File: config.mk
export PLATFORM = sky130hd
export DESIGN_NAME = ippc_top
export DESIGN_NICKNAME = d
export VERILOG_FILES = /design/src/hdl/ippc_irq_state.v /design/src/hdl/ippc_sync2.v /design/src/hdl/ippc_top.v
export VERILOG_INCLUDE_DIRS = /design/src /design/src/hdl
export SDC_FILE = /design/constraint.sdc
export NUM_CORES = 1
export LEC_CHECK = 0
export BUFFER_PORTS_ARGS = -buffer_cell sky130_fd_sc_hd__buf_2
export CORE_AREA = 2 2 223 225
export CTS_BUF_LIST = sky130_fd_sc_hd__clkbuf_4 sky130_fd_sc_hd__clkbuf_8
export CTS_CLUSTER_SIZE = 16
export DETAILED_ROUTE_END_ITERATION = 6
export DIE_AREA = 0 0 225 227
export PLACE_DENSITY = 0.67
export SYNTH_ARGS = -nofsm -noshare
export SYNTH_HDL_FRONTEND = slang
export SYNTH_SLANG_ARGS = --single-unit
File: constraint.sdc
create_clock -name sys_clk_i -period 20.4 [get_ports sys_clk_i]
set_input_delay 4.08 -clock sys_clk_i [delete_from_list [all_inputs] [get_ports sys_clk_i]]
set_output_delay 4.08 -clock sys_clk_i [all_outputs]
set_load 0.01 [all_outputs]
File: src/hdl/ippc_map.vh
// Register map, field layout and state codes of the interrupt priority and pending controller.
// Included by the state machine and top design files and by the port checker; holds definitions only.
`ifndef IPPC_MAP_VH
`define IPPC_MAP_VH

`define IPPC_ADDR_W        12
`define IPPC_OFS_EN_SET    12'h100
`define IPPC_OFS_EN_CLR    12'h180
`define IPPC_OFS_PEND_SET  12'h200
`define IPPC_OFS_PEND_CLR  12'h280
`define IPPC_OFS_PRIO_LO   12'h400
`define IPPC_OFS_PRIO_HI   12'h41c
`define IPPC_OFS_ACTIVE    12'h300
`define IPPC_OFS_CPU       12'h304
`define IPPC_PRIO_IDX_LSB  2
`define IPPC_PRIO_IDX_MSB  4
`define IPPC_PRIO_MSB      7
`define IPPC_PRIO_LSB      6
`define IPPC_BYTE_W        8
`define IPPC_ZERO32        32'h00000000
`define IPPC_ZERO2         2'h0
`define IPPC_NONE_IRQ      6'h3f
`define IPPC_ST_INACTIVE   4'h1
`define IPPC_ST_PENDING    4'h2
`define IPPC_ST_ACTIVE     4'h4
`define IPPC_ST_ACT_PEND   4'h8

`endif

File: src/hdl/ippc_irq_state.v
// One interrupt's state machine: inactive, pending, active, active-and-pending.
// Assumes a request line already synchronised to sys_clk_i and one-cycle event strobes.
`timescale 1ns/1ps
`include "ippc_map.vh"

module ippc_irq_state (
	input  wire clk_i,
	input  wire rst_n_i,
	input  wire level_mode_i,
	input  wire line_i,
	input  wire line_prev_i,
	input  wire sw_set_i,
	input  wire sw_clr_i,
	input  wire enter_i,
	input  wire exit_i,
	output wire pending_o,
	output wire active_o
);
	localparam [3:0] ST_INACTIVE = `IPPC_ST_INACTIVE;
	localparam [3:0] ST_PENDING  = `IPPC_ST_PENDING;
	localparam [3:0] ST_ACTIVE   = `IPPC_ST_ACTIVE;
	localparam [3:0] ST_ACT_PEND = `IPPC_ST_ACT_PEND;

	reg  [3:0] state_reg;
	reg  [3:0] state_next;
	wire       rise;
	wire       hw_req;

	assign rise   = line_i & ~line_prev_i;
	// A level line requests while high; a pulse line requests on each rising edge.
	assign hw_req = level_mode_i ? line_i : rise;

	always @* begin
		state_next = state_reg;
		case (state_reg)
			ST_INACTIVE: begin
				if (hw_req | sw_set_i)
					state_next = ST_PENDING;
			end
			ST_PENDING: begin
				if (enter_i)
					state_next = ST_ACTIVE;
				// A request seen in the same cycle as a clear wins, so no edge is lost.
				else if (sw_clr_i & ~sw_set_i & ~hw_req)
					state_next = ST_INACTIVE;
			end
			ST_ACTIVE: begin
				if (exit_i) begin
					if ((level_mode_i & line_i) | sw_set_i | (~level_mode_i & rise))
						state_next = ST_PENDING;
					else
						state_next = ST_INACTIVE;
				end else if (sw_set_i | (~level_mode_i & rise))
					state_next = ST_ACT_PEND;
			end
			ST_ACT_PEND: begin
				if (exit_i)
					state_next = ST_PENDING;
				else if (sw_clr_i & ~sw_set_i & ~hw_req)
					state_next = ST_ACTIVE;
			end
			default: begin
				state_next = ST_INACTIVE;
			end
		endcase
	end

	always @(posedge clk_i or negedge rst_n_i) begin
		if (!rst_n_i)
			state_reg <= ST_INACTIVE;
		else
			state_reg <= state_next;
	end

	assign pending_o = (state_reg == ST_PENDING) | (state_reg == ST_ACT_PEND);
	assign active_o  = (state_reg == ST_ACTIVE) | (state_reg == ST_ACT_PEND);
endmodule // ippc_irq_state

File: src/hdl/ippc_sync2.v
// Two-flop synchroniser for one asynchronous level.
// Assumes the destination clock and reset given at its ports.
`timescale 1ns/1ps

module ippc_sync2 (
	input  wire clk_i,
	input  wire rst_n_i,
	input  wire d_i,
	output wire q_o
);
	reg meta_reg;
	reg sync_reg;

	always @(posedge clk_i or negedge rst_n_i) begin
		if (!rst_n_i) begin
			meta_reg <= 1'b0;
			sync_reg <= 1'b0;
		end else begin
			meta_reg <= d_i;
			sync_reg <= meta_reg;
		end
	end

	assign q_o = sync_reg;
endmodule // ippc_sync2

File: src/hdl/ippc_top.v
// Interrupt priority and pending controller: enables, pending/active states, priorities, APB.
// Assumes one 50 MHz clock, request lines from outside the domain and a core giving
// one-cycle service-entry and service-exit strobes for the granted interrupt number.
//
// Function
// - One 2-bit priority per interrupt, eight words.
// - Priority words accessed as full words only.
// - Smaller priority value is more urgent.
// - Only field bits 7:6 stored; rest zero.
// - Word M/4, byte lane M mod 4.
// - Sample request lines on clock; latch as pending.
// - Pending by level, rising edge, or software.
// - Service entry turns pending into active.
// - Level exit: re-pend if line high, else inactive.
// - Pulse during service: active-pending, then pending.
// - No pulse during service: inactive on exit.
// - Level clear-pending ignored while line high.
// - Pulse clear: pending->inactive, active-pending->active.
// - Disabled interrupts still become pending.
// - Only enabled pending interrupts are offered.
// - Clear-pending never touches active state.
// - Enable set/clear writes ones; reads enables.
`timescale 1ns/1ps
`include "ippc_map.vh"

module ippc_top #(
	parameter NUM_IRQ = 32
) (
	input  wire                        sys_clk_i,
	input  wire                        nrst_i,
	input  wire [NUM_IRQ-1:0]          irq_line_i,
	input  wire [NUM_IRQ-1:0]          irq_level_i,
	input  wire                        isr_enter_i,
	input  wire                        isr_exit_i,
	input  wire [5:0]                  isr_num_i,
	input  wire                        psel_i,
	input  wire                        penable_i,
	input  wire                        pwrite_i,
	input  wire [`IPPC_ADDR_W-1:0]     paddr_i,
	input  wire [31:0]                 pwdata_i,
	output reg  [31:0]                 prdata_o,
	output wire                        pready_o,
	output reg                         pslverr_o,
	output reg                         irq_req_o,
	output reg  [5:0]                  irq_num_o,
	output reg  [1:0]                  irq_prio_o
);
	// ==========================================================================
	// Reset release
	// ==========================================================================
	reg rst_meta_reg;
	reg rst_n_reg;

	always @(posedge sys_clk_i or negedge nrst_i) begin
		if (!nrst_i) begin
			rst_meta_reg <= 1'b0;
			rst_n_reg    <= 1'b0;
		end else begin
			rst_meta_reg <= 1'b1;
			rst_n_reg    <= rst_meta_reg;
		end
	end

	// ==========================================================================
	// Request line sampling
	// ==========================================================================
	wire [NUM_IRQ-1:0] line_sync;
	reg  [NUM_IRQ-1:0] line_prev_reg;

	genvar gi;
	generate
		for (gi = 0; gi < NUM_IRQ; gi = gi + 1) begin : g_sync
			ippc_sync2 u_sync (
				.clk_i   (sys_clk_i),
				.rst_n_i (rst_n_reg),
				.d_i     (irq_line_i[gi]),
				.q_o     (line_sync[gi])
			);
		end
	endgenerate

	always @(posedge sys_clk_i or negedge rst_n_reg) begin
		if (!rst_n_reg)
			line_prev_reg <= {NUM_IRQ{1'b0}};
		else
			line_prev_reg <= line_sync;
	end

	// ==========================================================================
	// APB decode
	// ==========================================================================
	// The slave never inserts wait states, so an access completes in its first access cycle.
	// Ready comes from a flop that rises once reset has been released.
	reg pready_reg;

	always @(posedge sys_clk_i or negedge rst_n_reg) begin
		if (!rst_n_reg)
			pready_reg <= 1'b0;
		else
			pready_reg <= 1'b1;
	end

	assign pready_o = pready_reg;

	wire       wr_stb;
	wire       rd_stb;
	wire       hit_prio;
	wire [2:0] prio_idx;

	assign wr_stb   = psel_i & penable_i & pwrite_i;
	assign rd_stb   = psel_i & ~penable_i & ~pwrite_i;
	assign hit_prio = (paddr_i >= `IPPC_OFS_PRIO_LO) && (paddr_i <= `IPPC_OFS_PRIO_HI);
	assign prio_idx = paddr_i[`IPPC_PRIO_IDX_MSB:`IPPC_PRIO_IDX_LSB];

	// APB carries whole words only, so sub-word priority access cannot arise.
	// Low address bits are ignored only in the priority range up to 12'h41c; software keeps accesses aligned.
	reg [NUM_IRQ-1:0] en_set;
	reg [NUM_IRQ-1:0] en_clr;
	reg [NUM_IRQ-1:0] pend_set;
	reg [NUM_IRQ-1:0] pend_clr;
	reg               prio_wr;
	reg               addr_ok;

	always @* begin
		en_set   = {NUM_IRQ{1'b0}};
		en_clr   = {NUM_IRQ{1'b0}};
		pend_set = {NUM_IRQ{1'b0}};
		pend_clr = {NUM_IRQ{1'b0}};
		prio_wr  = 1'b0;
		addr_ok  = 1'b1;
		if (paddr_i == `IPPC_OFS_EN_SET) begin
			en_set = pwdata_i[NUM_IRQ-1:0] & {NUM_IRQ{wr_stb}};
		end else if (paddr_i == `IPPC_OFS_EN_CLR) begin
			en_clr = pwdata_i[NUM_IRQ-1:0] & {NUM_IRQ{wr_stb}};
		end else if (paddr_i == `IPPC_OFS_PEND_SET) begin
			pend_set = pwdata_i[NUM_IRQ-1:0] & {NUM_IRQ{wr_stb}};
		end else if (paddr_i == `IPPC_OFS_PEND_CLR) begin
			pend_clr = pwdata_i[NUM_IRQ-1:0] & {NUM_IRQ{wr_stb}};
		end else if (hit_prio) begin
			prio_wr = wr_stb;
		end else if (paddr_i == `IPPC_OFS_ACTIVE) begin
			addr_ok = ~pwrite_i;
		end else if (paddr_i == `IPPC_OFS_CPU) begin
			addr_ok = ~pwrite_i;
		end else begin
			addr_ok = 1'b0;
		end
	end

	// ==========================================================================
	// Enables and priorities
	// ==========================================================================
	reg [NUM_IRQ-1:0] enable_reg;
	reg [1:0]         prio_reg [0:NUM_IRQ-1];
	integer           k;

	always @(posedge sys_clk_i or negedge rst_n_reg) begin
		if (!rst_n_reg)
			enable_reg <= {NUM_IRQ{1'b0}};
		else
			enable_reg <= (enable_reg | en_set) & ~en_clr;
	end

	always @(posedge sys_clk_i or negedge rst_n_reg) begin
		if (!rst_n_reg) begin
			for (k = 0; k < NUM_IRQ; k = k + 1)
				prio_reg[k] <= `IPPC_ZERO2;
		end else if (prio_wr) begin
			for (k = 0; k < NUM_IRQ; k = k + 1) begin
				if ((k / 4) == prio_idx)
					prio_reg[k] <= pwdata_i[(k % 4) * `IPPC_BYTE_W + `IPPC_PRIO_LSB +: 2];
			end
		end
	end

	// ==========================================================================
	// Per-interrupt state
	// ==========================================================================
	wire [NUM_IRQ-1:0] pending;
	wire [NUM_IRQ-1:0] active;

	generate
		for (gi = 0; gi < NUM_IRQ; gi = gi + 1) begin : g_state
			ippc_irq_state u_state (
				.clk_i        (sys_clk_i),
				.rst_n_i      (rst_n_reg),
				.level_mode_i (irq_level_i[gi]),
				.line_i       (line_sync[gi]),
				.line_prev_i  (line_prev_reg[gi]),
				.sw_set_i     (pend_set[gi]),
				.sw_clr_i     (pend_clr[gi]),
				.enter_i      (isr_enter_i & (isr_num_i == gi)),
				.exit_i       (isr_exit_i & (isr_num_i == gi)),
				.pending_o    (pending[gi]),
				.active_o     (active[gi])
			);
		end
	endgenerate

	// ==========================================================================
	// Arbitration
	// ==========================================================================
	wire [NUM_IRQ-1:0] cand;
	reg                best_any;
	reg  [5:0]         best_num;
	reg  [1:0]         best_prio;
	integer            j;

	assign cand = pending & enable_reg;

	// Strict less-than while scanning upward keeps the lowest number on a tie.
	always @* begin
		best_any  = 1'b0;
		best_num  = `IPPC_NONE_IRQ;
		best_prio = `IPPC_ZERO2;
		for (j = 0; j < NUM_IRQ; j = j + 1) begin
			if (cand[j] && (!best_any || (prio_reg[j] < best_prio))) begin
				best_any  = 1'b1;
				best_num  = j[5:0];
				best_prio = prio_reg[j];
			end
		end
	end

	always @(posedge sys_clk_i or negedge rst_n_reg) begin
		if (!rst_n_reg) begin
			irq_req_o  <= 1'b0;
			irq_num_o  <= `IPPC_NONE_IRQ;
			irq_prio_o <= `IPPC_ZERO2;
		end else begin
			irq_req_o  <= best_any;
			irq_num_o  <= best_num;
			irq_prio_o <= best_prio;
		end
	end

	// ==========================================================================
	// Read data
	// ==========================================================================
	reg [31:0] rd_word;
	integer    m;

	always @* begin
		rd_word = `IPPC_ZERO32;
		if ((paddr_i == `IPPC_OFS_EN_SET) || (paddr_i == `IPPC_OFS_EN_CLR)) begin
			rd_word[NUM_IRQ-1:0] = enable_reg;
		end else if ((paddr_i == `IPPC_OFS_PEND_SET) || (paddr_i == `IPPC_OFS_PEND_CLR)) begin
			rd_word[NUM_IRQ-1:0] = pending;
		end else if (hit_prio) begin
			for (m = 0; m < NUM_IRQ; m = m + 1) begin
				if ((m / 4) == prio_idx)
					rd_word[(m % 4) * `IPPC_BYTE_W + `IPPC_PRIO_LSB +: 2] = prio_reg[m];
			end
		end else if (paddr_i == `IPPC_OFS_ACTIVE) begin
			rd_word[NUM_IRQ-1:0] = active;
		end else if (paddr_i == `IPPC_OFS_CPU) begin
			rd_word = {23'h000000, irq_req_o, irq_prio_o, irq_num_o};
		end
	end

	// Read data is captured at the end of the setup cycle, so it stands through the
	// access cycle and the master takes it at the edge where it sees ready.
	always @(posedge sys_clk_i or negedge rst_n_reg) begin
		if (!rst_n_reg) begin
			prdata_o  <= `IPPC_ZERO32;
			pslverr_o <= 1'b0;
		end else begin
			if (rd_stb)
				prdata_o <= rd_word;
			pslverr_o <= psel_i & ~penable_i & ~addr_ok;
		end
	end
endmodule // ippc_top

Yosys cells after proc, flatten, opt, wreduce, memory -nomap -nowiden. Index checks and enable logic that the tools add are counted.

Magnitude comparators: 33. Equal/unequal tests: 300. Mux-type cells: 482. Bitwise operators: 557. Reduce and logical (&&, ||, !) cells: 138.

Operator list (number): 4-bit two-way mux (224); 4-bit one-hot mux with 4 select lines (32); 32-bit two-way mux (13); 3-bit by 1-bit inequality test with 1-bit output, second input constant (96); 1-bit bitwise AND (229); 6-bit two-way mux (36); 2-bit two-way mux (100); 1-bit bitwise OR (192); 1-bit inverter (131); 4-bit by 1-bit equality test with 1-bit output, second input constant (32); 4-bit by 2-bit equality test with 1-bit output, second input constant (32); 4-bit by 3-bit equality test with 1-bit output, second input constant (32); 4-bit equality test, second input constant (32); 4-bit AND reduction (32); 32-bit bitwise AND (3); 6-bit by 5-bit equality test with 1-bit output, second input constant (16); 1-bit two-way mux (76); 2-bit by 1-bit inequality test with 1-bit output, second input constant (32); 2-bit less-than comparator (31); 12-bit by 10-bit equality test with 1-bit output, second input constant (4); 6-bit by 4-bit equality test with 1-bit output, second input constant (8); 1-bit logical OR (33); 1-bit logical AND (32); 32-bit inverter (1); other kinds (15) (61).

Register bits: 365. Input bits: 121. Output and inout bits: 43. Logic and storage cells: 1648.

Depth between registers and ports, before layout.
Depth in word-level cells: 128. Gate-level depth with buffers: 51. Depth with buffers taken out: 50.

By module. Synthesis repeated with hierarchy kept, for this count alone.

Cell total of the unflattened synthesis: 2978. Area total of the unflattened synthesis: 25946.1 µm².

By module, submodules not included: ippc_irq_state (instances 32, cells an instance 47, area an instance 400.4 µm², sequential area each 101.3 µm²); ippc_top (instances 1, cells an instance 1410, area an instance 11532.3 µm², sequential area each 4336.7 µm²); ippc_sync2 (instances 32, cells an instance 2, area an instance 50.0 µm², sequential area each 50.0 µm²).

Worst setup path after synthesis. Ideal clock, no wire load.

Path type: register -> register. From: register g_state[0].u_state.state_reg[0]. To: register irq_num_o[3]. Library setup time: 0.064 ns. Arrival: 9.822 ns. Required time: 20.336 ns. Path slack: 10.514 ns. Stages on the path, launching flop included: 50. Path buffers: 2. Period minus slack after synthesis: 9.886 ns. Cells stage by stage: dfstp_2 buf_2 nor3b_2 nand3_1 ha_1 a21oi_1 o211a_1 a21oi_1 ha_1 a2111o_1 and3_4 or2_2 ha_1 o2bb2ai_1 and3_1 a31o_2 o31ai_4 inv_1 [14 not listed] o31ai_2 or2_4 a41oi_4 a32oi_2 o31ai_4 a31oi_1 o41ai_2 a221oi_1 a221oi_2 o21ai_0 o31ai_1 ha_1 o31ai_1 a21oi_1 a211o_2 and2b_1 nor3b_2 nand3_1.

Longest elaborated chain between the ends: 128. Elaborated cells on any way between the ends: 222. Classes of those cells: 31 x order compare; 2 x eq/ne; 94 x mux; 2 x bitwise; 93 x reduce/logical.

RTL lines: start, declared (RTL line ippc_irq_state.v:24) `reg [3:0] state_reg;`; start signal, assigned (RTL line ippc_irq_state.v:72) `state_reg <= state_next;`; 4-bit by 2-bit equality test with 1-bit output / 4-bit equality test (equally long branches) (RTL line ippc_irq_state.v:75) `assign pending_o = (state_reg == ST_PENDING) | (state_reg == ST_ACT_PEND);`; 1-bit bitwise OR * (RTL line ippc_irq_state.v:75); 32-bit bitwise AND * (RTL line ippc_top.v:209) `assign cand = pending & enable_reg;`; 2-bit two-way mux / 1-bit two-way mux (equally long branches) (RTL line ippc_top.v:217) `if (cand[j] && (!best_any || (prio_reg[j] < best_prio))) begin`; 2-bit less-than comparator / 1-bit zero test (equally long branches) (RTL line ippc_top.v:217); 1-bit logical OR (RTL line ippc_top.v:217); 1-bit logical AND (RTL line ippc_top.v:217); 2-bit two-way mux / 1-bit two-way mux (equally long branches) (RTL line ippc_top.v:217); [113 not listed]; 1-bit logical OR (RTL line ippc_top.v:217); 1-bit logical AND (RTL line ippc_top.v:217); 2-bit two-way mux / 1-bit two-way mux (equally long branches) (RTL line ippc_top.v:217); 2-bit less-than comparator / 1-bit zero test (equally long branches) (RTL line ippc_top.v:217); 1-bit logical OR (RTL line ippc_top.v:217); 1-bit logical AND (RTL line ippc_top.v:217); 6-bit two-way mux * (RTL line ippc_top.v:217); net best_num[3] (RTL line ippc_top.v:205) `reg [5:0] best_num;`; end signal, assigned (RTL line ippc_top.v:228) `` irq_num_o <= `IPPC_NONE_IRQ; ``; end signal, assigned (RTL line ippc_top.v:232) `irq_num_o <= best_num;`; end, declared (RTL line ippc_top.v:45) `output reg [5:0] irq_num_o,`.

The timed path passes the listed nets; every way through them passes the cells marked *. A chain may end at the register's enable or synchronous reset.

Worst setup path in the final report.
From: register g_state[0].u_state.state_reg[2]. To: register irq_num_o[3].

The elaborated chain is that of the path after synthesis.

==> metrics.txt <==
status=finished, final reports clean; register area share after synthesis=0.382; crit path kind=reg -> reg; Post-Syn Instances=2,939; synthesized flop and latch total=365; Arrival @ worst endpoint=12.22 ns; Placement Rows=81; vias in the first global route=22,511; Gate power share=0.249; core area=48,500 um^2; worst hold path class=reg -> async; number of buffers created by CTS=70; fill cell count=4,393; Clk network pwr share=0.347; Netlist cell types=110; first-pass GRT wire length=131,000 um; Routed WL per cell=23.1 um; routed via count=24,302; I/O Pins=164; final wirelength=86,400 um; Slew headroom=0.103; Final Hold Viols=0; CTS tree=done; Seq pwr share=0.405; Worst Tran Pin Value=1.33 ns; H-tree Lvls=3; fraction of registers with async set/reset=1.00; global route overflow=0; vias per cell=6.49; endpoints failing setup=0; antenna violations before repair=6; Setup Skew=0.0298 ns; maximum clock frequency=86.0 MHz; worst reg2reg startpoint=g_state[0].u_state.state_reg[2]$_DFFE_PN0P_; die width=225 um; CP Max Fanout=12; clk sinks=365; Critical path origin=g_state[0].u_state.state_reg[2]$_DFFE_PN0P_; yosys warns=0; most frequent cells in the layout=nor2_1 (343), dfrtp_1 (326), o21ai_0 (310); Buffers on Ports=163; net switching fraction of the power=0.344; CTS Buffer Depth=3; crit path to=irq_num_o[3]$_DFF_PN1_; setup_tns=0 ns; post-layout util=0.555; Die Height=227 um; DRT Pass-1 Iters=6; CP max stage delay=0.63 ns; CP max-delay cell=a311oi_1; Sw Pwr=837 uW; fin nets=3,193; number of gates resized after cts=0; root buf cell=clkbuf_8; fin. max-slew vios=0; Skew-Pair Late Insertion Delay=0.66 ns; Pint=1600 uW; DRT antenna net count=0; number of synthesized flops with an enable pin=0; maximum vdd drop=0.0721 mV; Post-synth top flop=dfrtp_1; syn_area_per_cell=8.17 um^2; Pwr Density=90.2 nW/um^2; Area Overhead vs Synth=12.3%; crit path time final=11.62 ns; R2R cell count=47; Min Hold Slack=0.256 ns; RSZ-0062 raised after global routing=false; CP Capture Type=flip-flop; post-CTS setup buffers=0; Initial Utilization=0.495; die area=51,100 um^2; max cap viols=0; crit start category=flip-flop; gr usage total=0.334; commonest non-fill, non-tap cell in the layout=nor2_1; multi-input logic area=13,900 um^2; max reg flops=128; most used cell, CP=ha_1; Period Utilization, post-route=0.570; Crit Reg-Reg Endpoint=irq_num_o[3]$_DFF_PN1_; Detailed Route Iter0 Violations=2,876; P_leak=0.0116 uW; hold buffer count at cts=0; setup slack, reg-to-reg=8.78 ns; register area=9190 um^2; post-detail-place hpwl=60,700 um; drc violations=0; Syn Std Cell Area=24,000 um^2; Placer Congestion=0.980; largest net degree at the start of global routing=153; layout cells sized above 1=0.164; clock-pin slew on the worst setup and hold paths=0.06 ns; required time worst endpoint=20.99 ns
==> area by class of cell <==
class | instances | share of cell area
inverter | 117 | 0.0163
clock inverter | 21 | 0.00979
tap | 622 | 0.0289
sequential | 365 | 0.341
timing repair buffer | 191 | 0.0385
antenna | 4 | 0.000371
clock buffer | 107 | 0.0507
multi-input combinational | 2320 | 0.515
==> how the worst min path moves through the flow <==
stage                                           endpoint  cells after the start                                 from  slack, ns
after floorplan           g_sync[0].u_sync.q_o$_DFF_PN0_                      0  g_sync[0].u_sync.meta_reg$_DFF_PN0_       0.33
after global placement          prdata_o[27]$_DFFE_PN0P_                      0                  rst_n_reg$_DFF_PN0_       0.26
after detailed placement        prdata_o[28]$_DFFE_PN0P_                      0                  rst_n_reg$_DFF_PN0_       0.26
after CTS                       prdata_o[27]$_DFFE_PN0P_                      0                  rst_n_reg$_DFF_PN0_       0.27
after global routing            prdata_o[27]$_DFFE_PN0P_                      0                  rst_n_reg$_DFF_PN0_       0.29
final                        line_prev_reg[28]$_DFF_PN0_                      0                  rst_n_reg$_DFF_PN0_       0.26
==> critical path, delay by kind of cell, from the launching register on <==
kind / cells / cell delay, ns
compound gates: 28 / 7.05
simple gates: 12 / 2.27
fa+ha+maj: 6 / 1.67
flops: 1 / 0.45
buf+inv: 1 / 0.08
==> synthesized netlist by cell type, drive strengths merged, types with 25 or more instances <==
library cell	count	area, um^2
a21o	25	189
a21oi	172	868
a22oi	29	223
a31oi	59	369
and2	28	175
and3	37	236
clkbuf	124	465
dfrtp	327	8180
dfstp	38	998
inv	117	439
mux2	77	867
nand2	283	1060
nand2b	53	332
nand3	125	626
nand3b	28	210
nand4	25	156
nor2	344	1290
nor2b	67	419
nor3	93	465
nor3b	25	208
o21a	25	188
o21ai	318	1590
o21bai	25	191
o22ai	40	250
o31ai	30	258
xor2	26	243
==> power by group through the flow <==
stage,registers [uW],logic [uW],clock network (uW)
after floorplan,899,542,0
after global placement,987,581,0
after detailed placement,989,591,0
after CTS,978,594,860
after global routing,1000,675,894
final,984,605,844
==> per-layer routing <==
layer,track usage,routed length (um),vias up
met5,0,33,-
met4,0.198,4910,6
met3,0.0778,8740,269
met2,0.489,36800,1352
met1,0.453,36000,11563
li1,-,-,11112
==> per-stage QoR <==
step                instance area [um^2]  std cells  total power, uW  setup WS [ns]
floorplan                          24000       2940             1440           9.54
global route                       27000       3746             2570           7.92
detailed placement                 25300       3615             1580           9.04
global placement                   25300       3615             1570           9.42
CTS                                27000       3743             2430           8.99
finish                             27000       3747             2430           8.78
==> cell families (layout without fill, tap and decap cells) <==
family                   count (synthesis)  count (layout)  share of synthesized area
AND/OR/NAND/NOR                       1209            1209                      0.247
buffers and inverters                  255             436                     0.0407
other                                    1               6                   0.000156
adder cells (fa/ha/maj)                 10              10                    0.00490
multiplexers                            95              95                     0.0462
flip-flops                             365             365                      0.382
AO/OA/AOI/OAI                          966             966                      0.264
XOR/XNOR                                38              38                     0.0145
No activity file was read; power rests on OpenSTA's default activity.
